$ cat src/pmc_consts.svh
`ifndef PMC_CONSTS_SVH
`define PMC_CONSTS_SVH
// Bus and counter widths
`define PMC_ADDR_WIDTH 12
`define PMC_BYTE_WIDTH 8
`define PMC_SLIP_WIDTH 8
`define PMC_ZV_WIDTH 16
`define PMC_FCS_WIDTH 8
// Register offsets within the channel map
`define PMC_TX_SLIP_OFS 12'h90f
`define PMC_ZV_HIGH_OFS 12'h910
`define PMC_ZV_LOW_OFS 12'h911
`define PMC_LINK2_OFS 12'h91c
`define PMC_LINK3_OFS 12'h92c
`define PMC_IRQ_STAT_OFS 12'h930
`define PMC_IRQ_MASK_OFS 12'h931
`define PMC_CTRL_OFS 12'h932
// Reset values
`define PMC_BYTE_RESET 8'h00
`define PMC_ZV_RESET 16'h0000
`define PMC_MASK_RESET 8'h00
`define PMC_CTRL_RESET 8'h0f
`define PMC_STAT_RESET 8'h00
// Field positions of the split counter
`define PMC_ZV_HIGH_MSB 15
`define PMC_ZV_HIGH_LSB 8
`define PMC_ZV_LOW_MSB 7
`define PMC_ZV_LOW_LSB 0
// Field positions of status, mask and control
`define PMC_EVT_LSB 0
`define PMC_EVT_MSB 3
`define PMC_WRAP_LSB 4
`define PMC_WRAP_MSB 7
`define PMC_SRC_COUNT 4
`endif

$ cat src/pmc_pkg.sv
package pmc_pkg;
   // One-hot progress of an ordered upper/lower read pair
   typedef enum logic [1:0]
   {
      PMC_PAIR_IDLE = 2'b01,
      PMC_PAIR_HIGH_SEEN = 2'b10
   } pmc_pair_e;

   // One bit per event source, high bit first
   typedef struct packed
   {
      logic link3;
      logic link2;
      logic zero_violation;
      logic tx_slip;
   } pmc_src_s;

   typedef logic [7:0] pmc_byte_t;
endpackage

$ cat src/pmc_count_if.sv
`timescale 1ns/10ps
interface pmc_count_if #(parameter int WIDTH = 8);
   logic inc;
   logic clr;
   logic [WIDTH-1:0] sub;
   logic [WIDTH-1:0] count;
   logic wrap;
   modport counter (input inc, input clr, input sub, output count, output wrap);
   modport owner (output inc, output clr, output sub, input count, input wrap);
endinterface

$ cat src/pmc_perf_monitor.sv
`timescale 1ns/10ps
`include "pmc_consts.svh"
// Overview of operation
// - Eight-bit transmit slip count, one per event, zeroed when software reads it.
// - A slip event is one whole frame repeated or dropped by the transmit slip buffer.
// - Sixteen-bit zero violation count, accumulated, shown to software as two bytes.
// - Upper register shows count bits 15..8, lower register bits 7..0.
// - The count clears when the upper-then-lower read pair completes.
// - Eight-bit link 2 check error count, accumulated, zeroed when read.
// - Eight-bit link 3 check error count, accumulated, zeroed when read.
module pmc_perf_monitor
#(
   parameter int ADDR_WIDTH = `PMC_ADDR_WIDTH
)
(
   input wire logic clock_in,
   input wire logic rst_n_in,
   input wire logic [ADDR_WIDTH-1:0] addr_in,
   input wire logic [`PMC_BYTE_WIDTH-1:0] wdata_in,
   input wire logic wr_in,
   input wire logic rd_in,
   input wire logic tx_slip_event_in,
   input wire logic zero_violation_event_in,
   input wire logic link2_check_error_in,
   input wire logic link3_check_error_in,
   output logic [`PMC_BYTE_WIDTH-1:0] rdata_out,
   output logic irq_out
);

   ////////////////////////////////////////////////////////////////////////////////
   // Elaboration checks

   // The printed offsets need the full channel address
   if (ADDR_WIDTH < `PMC_ADDR_WIDTH)
   begin : g_bad_addr
      $error("pmc_perf_monitor: address too narrow for register map");
   end

   ////////////////////////////////////////////////////////////////////////////////
   // Declarations

   pmc_count_if #(.WIDTH(`PMC_SLIP_WIDTH)) slip_cnt ();
   pmc_count_if #(.WIDTH(`PMC_ZV_WIDTH)) zv_cnt ();
   pmc_count_if #(.WIDTH(`PMC_FCS_WIDTH)) link2_cnt ();
   pmc_count_if #(.WIDTH(`PMC_FCS_WIDTH)) link3_cnt ();

   pmc_pkg::pmc_pair_e pair_q;
   pmc_pkg::pmc_pair_e pair_d;
   logic [`PMC_ZV_WIDTH-1:0] zv_snap_q;
   pmc_pkg::pmc_byte_t rdata_q;
   pmc_pkg::pmc_byte_t rdata_d;
   pmc_pkg::pmc_byte_t irq_mask_q;
   pmc_pkg::pmc_byte_t irq_stat_q;
   pmc_pkg::pmc_byte_t irq_stat_d;
   pmc_pkg::pmc_byte_t ctrl_q;
   logic irq_q;
   pmc_pkg::pmc_src_s events;
   pmc_pkg::pmc_src_s wraps;
   pmc_pkg::pmc_src_s enables;

   logic rd_slip;
   logic rd_zv_high;
   logic rd_zv_low;
   logic rd_link2;
   logic rd_link3;
   logic rd_stat;
   logic rd_mask;
   logic rd_ctrl;
   logic wr_mask;
   logic wr_ctrl;
   logic zv_pair_done;

   ////////////////////////////////////////////////////////////////////////////////
   // Address decode

   // Each strobe qualifies exactly one register; unmapped reads return zero
   always_comb
   begin
      rd_slip = rd_in && (addr_in == ADDR_WIDTH'(`PMC_TX_SLIP_OFS));
      rd_zv_high = rd_in && (addr_in == ADDR_WIDTH'(`PMC_ZV_HIGH_OFS));
      rd_zv_low = rd_in && (addr_in == ADDR_WIDTH'(`PMC_ZV_LOW_OFS));
      rd_link2 = rd_in && (addr_in == ADDR_WIDTH'(`PMC_LINK2_OFS));
      rd_link3 = rd_in && (addr_in == ADDR_WIDTH'(`PMC_LINK3_OFS));
      rd_stat = rd_in && (addr_in == ADDR_WIDTH'(`PMC_IRQ_STAT_OFS));
      rd_mask = rd_in && (addr_in == ADDR_WIDTH'(`PMC_IRQ_MASK_OFS));
      rd_ctrl = rd_in && (addr_in == ADDR_WIDTH'(`PMC_CTRL_OFS));
      wr_mask = wr_in && (addr_in == ADDR_WIDTH'(`PMC_IRQ_MASK_OFS));
      wr_ctrl = wr_in && (addr_in == ADDR_WIDTH'(`PMC_CTRL_OFS));
   end

   ////////////////////////////////////////////////////////////////////////////////
   // Event qualification

   // Disabled sources are dropped before they reach the counters or the status
   always_comb
   begin
      enables = pmc_pkg::pmc_src_s'(ctrl_q[`PMC_EVT_MSB:`PMC_EVT_LSB]);
      events.tx_slip = tx_slip_event_in && enables.tx_slip;
      events.zero_violation = zero_violation_event_in && enables.zero_violation;
      events.link2 = link2_check_error_in && enables.link2;
      events.link3 = link3_check_error_in && enables.link3;
   end

   ////////////////////////////////////////////////////////////////////////////////
   // Transmit slip counter

   // Whole-frame slips arrive as one pulse each; a read hands back and clears the count
   always_comb
   begin
      slip_cnt.inc = events.tx_slip;
      slip_cnt.clr = rd_slip;
      slip_cnt.sub = slip_cnt.count;
   end

   pmc_event_counter #(.WIDTH(`PMC_SLIP_WIDTH)) u_slip_counter
   (
      .clock_in(clock_in),
      .rst_n_in(rst_n_in),
      .cnt_io(slip_cnt)
   );

   ////////////////////////////////////////////////////////////////////////////////
   // Zero violation counter, read as an ordered byte pair

   // Pair tracker: the lower read only clears after an upper read opened the pair
   always_comb
   begin
      pair_d = pair_q;
      zv_pair_done = 1'b0;
      case (pair_q)
         pmc_pkg::PMC_PAIR_IDLE:
         begin
            if (rd_zv_high)
            begin
               pair_d = pmc_pkg::PMC_PAIR_HIGH_SEEN;
            end
         end
         pmc_pkg::PMC_PAIR_HIGH_SEEN:
         begin
            if (rd_zv_low)
            begin
               zv_pair_done = 1'b1;
               pair_d = pmc_pkg::PMC_PAIR_IDLE;
            end
         end
         default:
         begin
            pair_d = pmc_pkg::PMC_PAIR_IDLE;
         end
      endcase
   end

   // Pair state register
   always_ff @(posedge clock_in or negedge rst_n_in)
   begin
      if (!rst_n_in)
      begin
         pair_q <= pmc_pkg::PMC_PAIR_IDLE;
      end
      else
      begin
         pair_q <= pair_d;
      end
   end

   // Freezing the whole value keeps the lower byte coherent with the upper one
   always_ff @(posedge clock_in or negedge rst_n_in)
   begin
      if (!rst_n_in)
      begin
         zv_snap_q <= `PMC_ZV_RESET;
      end
      else if (rd_zv_high)
      begin
         zv_snap_q <= zv_cnt.count;
      end
   end

   // Clearing subtracts the frozen value, so events after the upper read are kept
   always_comb
   begin
      zv_cnt.inc = events.zero_violation;
      zv_cnt.clr = zv_pair_done;
      zv_cnt.sub = zv_snap_q;
   end

   pmc_event_counter #(.WIDTH(`PMC_ZV_WIDTH)) u_zv_counter
   (
      .clock_in(clock_in),
      .rst_n_in(rst_n_in),
      .cnt_io(zv_cnt)
   );

   ////////////////////////////////////////////////////////////////////////////////
   // Link check error counters

   // Link 2 frame check errors
   always_comb
   begin
      link2_cnt.inc = events.link2;
      link2_cnt.clr = rd_link2;
      link2_cnt.sub = link2_cnt.count;
   end

   pmc_event_counter #(.WIDTH(`PMC_FCS_WIDTH)) u_link2_counter
   (
      .clock_in(clock_in),
      .rst_n_in(rst_n_in),
      .cnt_io(link2_cnt)
   );

   // Link 3 frame check errors
   always_comb
   begin
      link3_cnt.inc = events.link3;
      link3_cnt.clr = rd_link3;
      link3_cnt.sub = link3_cnt.count;
   end

   pmc_event_counter #(.WIDTH(`PMC_FCS_WIDTH)) u_link3_counter
   (
      .clock_in(clock_in),
      .rst_n_in(rst_n_in),
      .cnt_io(link3_cnt)
   );

   ////////////////////////////////////////////////////////////////////////////////
   // Interrupt status, mask and control

   // Wrap pulses of all counters, in source order
   always_comb
   begin
      wraps.tx_slip = slip_cnt.wrap;
      wraps.zero_violation = zv_cnt.wrap;
      wraps.link2 = link2_cnt.wrap;
      wraps.link3 = link3_cnt.wrap;
   end

   // Sticky status: a read clears it, but a same-cycle event is set again
   always_comb
   begin
      irq_stat_d = rd_stat ? `PMC_STAT_RESET : irq_stat_q;
      irq_stat_d[`PMC_EVT_MSB:`PMC_EVT_LSB] = irq_stat_d[`PMC_EVT_MSB:`PMC_EVT_LSB] | events;
      irq_stat_d[`PMC_WRAP_MSB:`PMC_WRAP_LSB] = irq_stat_d[`PMC_WRAP_MSB:`PMC_WRAP_LSB] | wraps;
   end

   // Status register
   always_ff @(posedge clock_in or negedge rst_n_in)
   begin
      if (!rst_n_in)
      begin
         irq_stat_q <= `PMC_STAT_RESET;
      end
      else
      begin
         irq_stat_q <= irq_stat_d;
      end
   end

   // Mask register, same layout as the status
   always_ff @(posedge clock_in or negedge rst_n_in)
   begin
      if (!rst_n_in)
      begin
         irq_mask_q <= `PMC_MASK_RESET;
      end
      else if (wr_mask)
      begin
         irq_mask_q <= wdata_in;
      end
   end

   // Control register: low bits enable counting per source
   always_ff @(posedge clock_in or negedge rst_n_in)
   begin
      if (!rst_n_in)
      begin
         ctrl_q <= `PMC_CTRL_RESET;
      end
      else if (wr_ctrl)
      begin
         ctrl_q <= wdata_in;
      end
   end

   // Level interrupt from the next status, so it falls with the clearing read
   always_ff @(posedge clock_in or negedge rst_n_in)
   begin
      if (!rst_n_in)
      begin
         irq_q <= 1'b0;
      end
      else
      begin
         irq_q <= |(irq_stat_d & irq_mask_q);
      end
   end

   ////////////////////////////////////////////////////////////////////////////////
   // Read data path

   // Read mux; the value shown is the one the clear later removes
   always_comb
   begin
      rdata_d = `PMC_BYTE_RESET;
      if (rd_slip)
      begin
         rdata_d = slip_cnt.count;
      end
      else if (rd_zv_high)
      begin
         rdata_d = zv_cnt.count[`PMC_ZV_HIGH_MSB:`PMC_ZV_HIGH_LSB];
      end
      else if (rd_zv_low)
      begin
         // Outside a pair the live low byte is shown and nothing clears
         rdata_d = (pair_q == pmc_pkg::PMC_PAIR_HIGH_SEEN) ?
                   zv_snap_q[`PMC_ZV_LOW_MSB:`PMC_ZV_LOW_LSB] :
                   zv_cnt.count[`PMC_ZV_LOW_MSB:`PMC_ZV_LOW_LSB];
      end
      else if (rd_link2)
      begin
         rdata_d = link2_cnt.count;
      end
      else if (rd_link3)
      begin
         rdata_d = link3_cnt.count;
      end
      else if (rd_stat)
      begin
         rdata_d = irq_stat_q;
      end
      else if (rd_mask)
      begin
         rdata_d = irq_mask_q;
      end
      else if (rd_ctrl)
      begin
         rdata_d = ctrl_q;
      end
   end

   // Read data stands only in the cycle after the strobe, zero otherwise
   always_ff @(posedge clock_in or negedge rst_n_in)
   begin
      if (!rst_n_in)
      begin
         rdata_q <= `PMC_BYTE_RESET;
      end
      else
      begin
         rdata_q <= rd_in ? rdata_d : `PMC_BYTE_RESET;
      end
   end

   ////////////////////////////////////////////////////////////////////////////////
   // Outputs

   assign rdata_out = rdata_q;
   assign irq_out = irq_q;

endmodule // pmc_perf_monitor

$ cat src/pmc_event_counter.sv
`timescale 1ns/10ps
`include "pmc_consts.svh"
module pmc_event_counter
#(
   parameter int WIDTH = 8
)
(
   input wire logic clock_in,
   input wire logic rst_n_in,
   pmc_count_if.counter cnt_io
);
   logic [WIDTH-1:0] count_q;
   logic [WIDTH-1:0] count_d;
   logic wrap_q;

   if (WIDTH < 1 || WIDTH > `PMC_ZV_WIDTH)
   begin : g_bad_width
      $error("pmc_event_counter: unsupported width");
   end

   // A clear removes only what software has been shown, so a same-cycle event survives
   always_comb
   begin
      count_d = cnt_io.clr ? WIDTH'(count_q - cnt_io.sub) : count_q;
      if (cnt_io.inc)
      begin
         count_d = WIDTH'(count_d + WIDTH'(1));
      end
   end

   // Count register, wraps modulo its width
   always_ff @(posedge clock_in or negedge rst_n_in)
   begin
      if (!rst_n_in)
      begin
         count_q <= '0;
      end
      else
      begin
         count_q <= count_d;
      end
   end

   // Wrap pulse when an increment rolls the count to zero
   always_ff @(posedge clock_in or negedge rst_n_in)
   begin
      if (!rst_n_in)
      begin
         wrap_q <= 1'b0;
      end
      else
      begin
         wrap_q <= cnt_io.inc && (count_d == '0);
      end
   end

   assign cnt_io.count = count_q;
   assign cnt_io.wrap = wrap_q;
endmodule // pmc_event_counter

$ cat config.mk
export PLATFORM = sky130hd
export DESIGN_NAME = pmc_perf_monitor
export DESIGN_NICKNAME = d
export VERILOG_FILES = /design/src/pmc_pkg.sv /design/src/pmc_count_if.sv /design/src/pmc_perf_monitor.sv /design/src/pmc_event_counter.sv
export VERILOG_INCLUDE_DIRS = /design/src
export SDC_FILE = /design/constraint.sdc
export NUM_CORES = 1
export LEC_CHECK = 0
export BUFFER_PORTS_ARGS = -buffer_cell sky130_fd_sc_hd__buf_2
export CAP_MARGIN = 20
export CELL_PAD_IN_SITES_DETAIL_PLACEMENT = 1
export CELL_PAD_IN_SITES_GLOBAL_PLACEMENT = 2
export CORE_MARGIN = 5
export CORE_UTILIZATION = 35
export DETAILED_ROUTE_END_ITERATION = 12
export PLACE_DENSITY_LB_ADDON = 0.1
export SLEW_MARGIN = 20
export SYNTH_ARGS = -nofsm -noshare
export SYNTH_HDL_FRONTEND = slang
export SYNTH_SLANG_ARGS = --single-unit
export TNS_END_PERCENT = 30
$ cat constraint.sdc
create_clock -name clock_in -period 4 [get_ports clock_in]
set_clock_uncertainty 0.2 [all_clocks]
set_input_delay 0.4 -clock clock_in [delete_from_list [all_inputs] [get_ports clock_in]]
set_output_delay 0.4 -clock clock_in [all_outputs]
set_load 0.01 [all_outputs]
Yosys cells after proc, flatten, opt, wreduce, memory -nomap -nowiden:

Cells that the tools add are included.

* add/sub/neg operators: 8
* equal/unequal tests: 12
* muxes and demuxes: 24
* bitwise operators: 3
* reductions and logical operators: 24

Operators with widths (number)
* 8-bit 2-to-1 mux: 17
* 12-bit equality test, second input constant: 8
* 16-bit 2-to-1 mux: 2
* 8-bit by 1-bit adder with 8-bit output, second input constant: 3
* 8-bit logical NOT: 3
* 8-bit subtractor: 3
* 1-bit logical AND: 18
* 16-bit by 1-bit adder with 16-bit output, second input constant: 1
* 16-bit logical NOT: 1
* 16-bit subtractor: 1
* 8-bit AND: 1
* 4-bit OR: 2
* 8-bit OR reduction: 1
* 2-bit 2-to-1 mux: 2
* 2-bit inequality test, second input constant: 2
* 2-bit one-hot mux with 2 select lines: 1
* 2-bit by 1-bit equality test with 1-bit output, second input constant: 1
* 2-bit equality test, second input constant: 1
* 1-bit 2-to-1 mux: 2
* 2-bit AND reduction: 1

* register bits after elaboration: 95
* input port bits: 28
* output and inout port bits: 9

Logic depth before layout (Yosys ltp):

* depth in word-level cells: 11
* gate-level depth with buffers: 16

By module:

Synthesis repeated with hierarchy kept, for this count alone.

* cells, all modules: 829
* area total of the unflattened synthesis: 7767.4 µm²

By module, submodules not included
* pmc_perf_monitor: times used 1, cells an instance 286, area an instance 3062.9 µm², sequential area each 1282.5 µm²
* pmc_event_counter (u_zv_counter): times used 1, cells an instance 238, area an instance 2024.4 µm², sequential area each 425.4 µm²
* pmc_event_counter (u_link2_counter ...): times used 2, cells an instance 103, area an instance 889.6 µm², sequential area each 225.2 µm²
* pmc_event_counter (u_link3_counter): times used 1, cells an instance 99, area an instance 900.9 µm², sequential area each 225.2 µm²

Worst setup path before layout:

No wires, ideal clock.

* path type: in2reg
* start point: input addr_in[10]
* end point: register u_zv_counter.wrap_q (netlist: u_zv_counter.cnt_io.wrap)
* library setup time: 95 ps
* arrival: 3874 ps
* required time: 3705 ps
* slack: -169 ps
* stages on the path: 16
* buffers on the path: 3
* cells stage by stage: and4bb_2 -> and4b_1 -> clkbuf_1 -> nand2_2 -> buf_2 -> clkbuf_1 -> nand2_1 -> nand2_1 -> ha_1 -> nand3_1 -> xor2_1 -> or4b_1 -> or4_1 -> or4_1 -> or4_1 -> nor4b_2

* longest elaborated chain between the ends: 9

RTL lines
* start, declared: RTL line pmc_perf_monitor.sv:18 `input wire logic [ADDR_WIDTH-1:0] addr_in,`
* 12-bit equality test (*): RTL line pmc_perf_monitor.sv:81 `` rd_zv_low = rd_in && (addr_in == ADDR_WIDTH'(`PMC_ZV_LOW_OFS)); ``
* 1-bit logical AND (*): RTL line pmc_perf_monitor.sv:81
* 1-bit 2-to-1 mux (*): RTL line pmc_perf_monitor.sv:140 `if (rd_zv_low)`
* 1-bit 2-to-1 mux (*): RTL line pmc_perf_monitor.sv:130 `case (pair_q)`
* 16-bit 2-to-1 mux (*): RTL line pmc_event_counter.sv:24 `count_d = cnt_io.clr ? WIDTH'(count_q - cnt_io.sub) : count_q;`
* 16-bit by 1-bit adder with 16-bit output: RTL line pmc_event_counter.sv:27 `count_d = WIDTH'(count_d + WIDTH'(1));`
* 16-bit 2-to-1 mux (*): RTL line pmc_event_counter.sv:25 `if (cnt_io.inc)`
* named net u_zv_counter.count_d[2]: RTL line pmc_event_counter.sv:13 `logic [WIDTH-1:0] count_d;`
* 16-bit logical NOT (*): RTL line pmc_event_counter.sv:53 `wrap_q <= cnt_io.inc && (count_d == '0);`
* 1-bit logical AND (*): RTL line pmc_event_counter.sv:53
* end signal, assigned: RTL line pmc_event_counter.sv:53
* end, declared: RTL line pmc_event_counter.sv:14 `logic wrap_q;`

The timed path passes the listed nets; every way through them passes the cells marked *.
A chain may end at the register's enable or synchronous reset.

Worst setup path in the final report:

* start point: register u_zv_counter.count_q[0] (netlist: u_zv_counter.cnt_io.count[0])
* end point: register u_zv_counter.wrap_q (netlist: u_zv_counter.cnt_io.wrap)

* longest elaborated chain between the ends: 6

RTL lines
* start, declared: RTL line pmc_event_counter.sv:12 `logic [WIDTH-1:0] count_q;`
* start signal, assigned: RTL line pmc_event_counter.sv:40 `count_q <= count_d;`
* 16-bit subtractor: RTL line pmc_event_counter.sv:24
* 16-bit 2-to-1 mux (*): RTL line pmc_event_counter.sv:24
* 16-bit by 1-bit adder with 16-bit output: RTL line pmc_event_counter.sv:27
* 16-bit 2-to-1 mux (*): RTL line pmc_event_counter.sv:25
* named net u_zv_counter.count_d[9]: RTL line pmc_event_counter.sv:13
* 16-bit logical NOT (*): RTL line pmc_event_counter.sv:53
* 1-bit logical AND (*): RTL line pmc_event_counter.sv:53

Marked as above.

==> impl_metrics.toml <==
[finish]
drive_above_1_share_pct = 23.6
syn2layout_area_growth_pct = 22.0
diodes = 0
layout.nets = 707

[worst_setup_path]
arrival_ns = 4.16
crit_required_ns = 4.06
worstSetupStartpointType = "register"
reg2reg_from = "u_zv_counter.cnt_io.count[0]"
cp_max_fo = 3
path_class = "reg2reg"
cp-end-kind = "register"
startpoint = "u_zv_counter.cnt_io.count[0]"

[routing]
via_count = 4784
drtIter0Drc = 307
wl_per_cell_um = 19.3
totalWireLength_um = 16900
viasPerCell = 5.47
drc = 0
firstDrtPassIters = 5
final_antenna_net_count = 0

[die]
ios = 37
die_area_um2 = 18200
die_y_um = 135
row_count = 45
initial_utilization_pct = 35.7
core_um2 = 15300
die_w_um = 135

[logic_synthesis]
synthesis.area_um2 = 5450
yosysTopAreaCell = "dfrtp_1"
synth_seq_cells = 95
synth_fp_nets = 617
syn_area_per_cell_um2 = 9.58
synth_common_cells = "dfrtp_1, nand2_1, nor2_1"
ys_top_cells_by_area = "dfrtp_1, nand2_1, ha_1"
synth_edf_count = 0
yosysUniqueCellTypes = 64
ys_seq_area_share_pct = 43.7
synth_top_area_share_pct = 41.3
yosysMostFrequentCell = "dfrtp_1"
syn_inst = 569
synthFlopType = "dfrtp_1"
yosysWarnings = 0
synth-async-reset-ratio_pct = 100

[clock_network]
clkLatencyLatePin_ns = 0.35
clk_pin_slew_ns = 0.07
cts_root_buf = "clkbuf_16"
cts_made_buffers = 9
cts_buffer_depth = 2
cts_tree = "done"
cts_max_level = 3
cts.sinks = 95

[timing]
fin_crit_sh_pct = 102
setup_tns_ns = -0.0957
clock.fmax_mhz = 244
hold_viol_final = 0
post-route-min-period_ns = 4.10
setup_violations = 1
final_max_slew_viol_count = 0
worst_slack_ns = -0.0957
timing.slew.headroom_pct = 33.6
hold_slack_ns = 0.0934
worst_pin_slew_ns = 0.993
rsz0062_at_grt = "true"

[worst_hold_path]
min-delay-start = "wdata_in[4]"
holdCritPathClass = "in2reg"

[global_route]
grt_use_total_pct = 19.3
grt_pass1_wl_um = 27400
antenna_found_initial = 0
grt_pass1_vias = 4970
grt_max_degree = 46
grt_remaining_overflow = 0

[power_and_ir_drop]
vdd_ir_drop_max_mv = 0.210
cellPowerDensity_nw_per_um2 = 301
fin_total_pwr_mw = 2.00
p_leak_nw = 3.15

[place]
place_congestion = 0.817
portBuffers = 36
hpwl_um = 13300

[outcome]
status = "finished, violations left"
violations = "setup timing"

[flow_run]
cap_viol_max_count = 0
[power by group]
part / internal (mW) / switching, mW
registers: 0.968 / 0.00673
logic: 0.0330 / 0.0498
clock network: 0.565 / 0.376
total: 1.57 / 0.432
[flip-flops by register name (all words and copies together) (netlist names)]
name                          count
u_link2_counter.cnt_io.wrap       1
irq_out                           1
irq_mask_q                        8
u_link3_counter.cnt_io.wrap       1
u_slip_counter.cnt_io.wrap        1
u_zv_counter.cnt_io.count        16
irq_stat_q                        8
ctrl_q                            8
pair_q                            2
u_link3_counter.cnt_io.count      8
zv_cnt.sub                       16
u_zv_counter.cnt_io.wrap          1
u_slip_counter.cnt_io.count       8
u_link2_counter.cnt_io.count      8
rdata_out                         8
[metrics by stage]
step,area [um2],instances,util [%],setup WS [ns]
2_1_floorplan,5470,569,-,-0.00666
3_3_place_gp,6260,854,41.0,-0.192
3_5_place_dp,6260,854,41.0,-0.310
4_1_cts,6640,874,43.5,-0.0884
5_1_grt,6650,875,43.6,-0.378
6_report,6650,875,43.6,-0.0957
[cell families after synthesis]
group                    Yosys count  synth area share, %
multiplexers                      29                 5.79
flip-flops                        95                 43.7
buffers and inverters             41                 2.87
AO/OA/AOI/OAI                    108                 13.9
adder cells (fa/ha/maj)           20                 4.73
XOR/XNOR                          39                 6.27
AND/OR/NAND/NOR                  237                 22.7
[worst max-delay path: stages, from the launching register on]
cell	delay (ns)
dfrtp_1	0.38
inv_1	0.08
ha_1	0.16
inv_1	0.06
fa_2	0.37
a211oi_2	0.23
o21ai_1	0.12
xor2_1	0.18
or4b_4	0.49
a221oi_4	0.27
nand2_1	0.11
xnor2_1	0.16
or4_1	0.54
or4_1	0.43
nor4b_2	0.22
[worst paths after layout]
check | end | cells past startpoint | slack [ns]
max | u_zv_counter.cnt_io.wrap | 14 | -0.1
min | ctrl_q[4] | 2 | 0.09
max reg2reg | u_zv_counter.cnt_io.wrap | 14 | -0.1
min reg2reg | irq_stat_q[7] | 1 | 0.28
max in group asynchronous | ctrl_q[2] | 3 | 2.45
min in group asynchronous | zv_cnt.sub[10] | 2 | 0.28
[placed cells by master, fill, tap and decap left out, types with 3 or more instances in the layout]
cell type  count
nor2b_1        7
or3_1          4
o21ai_0       25
nor2_1        34
and3_1         7
nor3_1         9
o21ai_1        3
and4_1         3
a21oi_1       20
mux2i_1        9
or2_2          3
a221oi_1      10
nand4_1       21
dfstp_2        5
or4_1          9
xnor2_1       15
ha_1          19
a22oi_1        3
dfrtp_1       90
buf_4         61
buf_2         35
clkbuf_16      9
nand3b_1       3
and2_1         6
a211o_1        4
nand2b_1       4
mux2_2        20
xor2_1        24
a21o_1         7
o211ai_1       4
nand2_1       81
a31oi_1        5
nand3_1       25
a222oi_1       8
inv_1         23
[what timing repair did]
item	CTS	global route
buffers inserted	3	1
pin swaps	1	2
hold endpoints to repair	19	0
endpoints found under the setup margin	2	2
gates resized for setup	5	1
gates cloned	0	0
hold buffers	1	0
[layout make-up]
| class | count | area, um2 |
|---|---|---|
| Sequential cell | 95 | 2380 |
| Clock buffer | 11 | 243 |
| Multi-Input combinational cell | 433 | 2950 |
| Tap cell | 211 | 264 |
| Timing Repair Buffer | 97 | 643 |
| Inverter | 23 | 86.3 |
| Clock inverter | 5 | 81.3 |
| Fill cell | 1755 | 8610 |
[per-layer routing]
layer | wire, um | GRT usage [%] | vias to the layer above
li1 | - | - | 2264
met1 | 8270 | 28.0 | 2425
met2 | 7890 | 30.8 | 84
met3 | 591 | 2.87 | 11
met4 | 158 | 4.19 | 0
met5 | 0 | 0 | -
No activity file was read; power rests on OpenSTA's default activity.
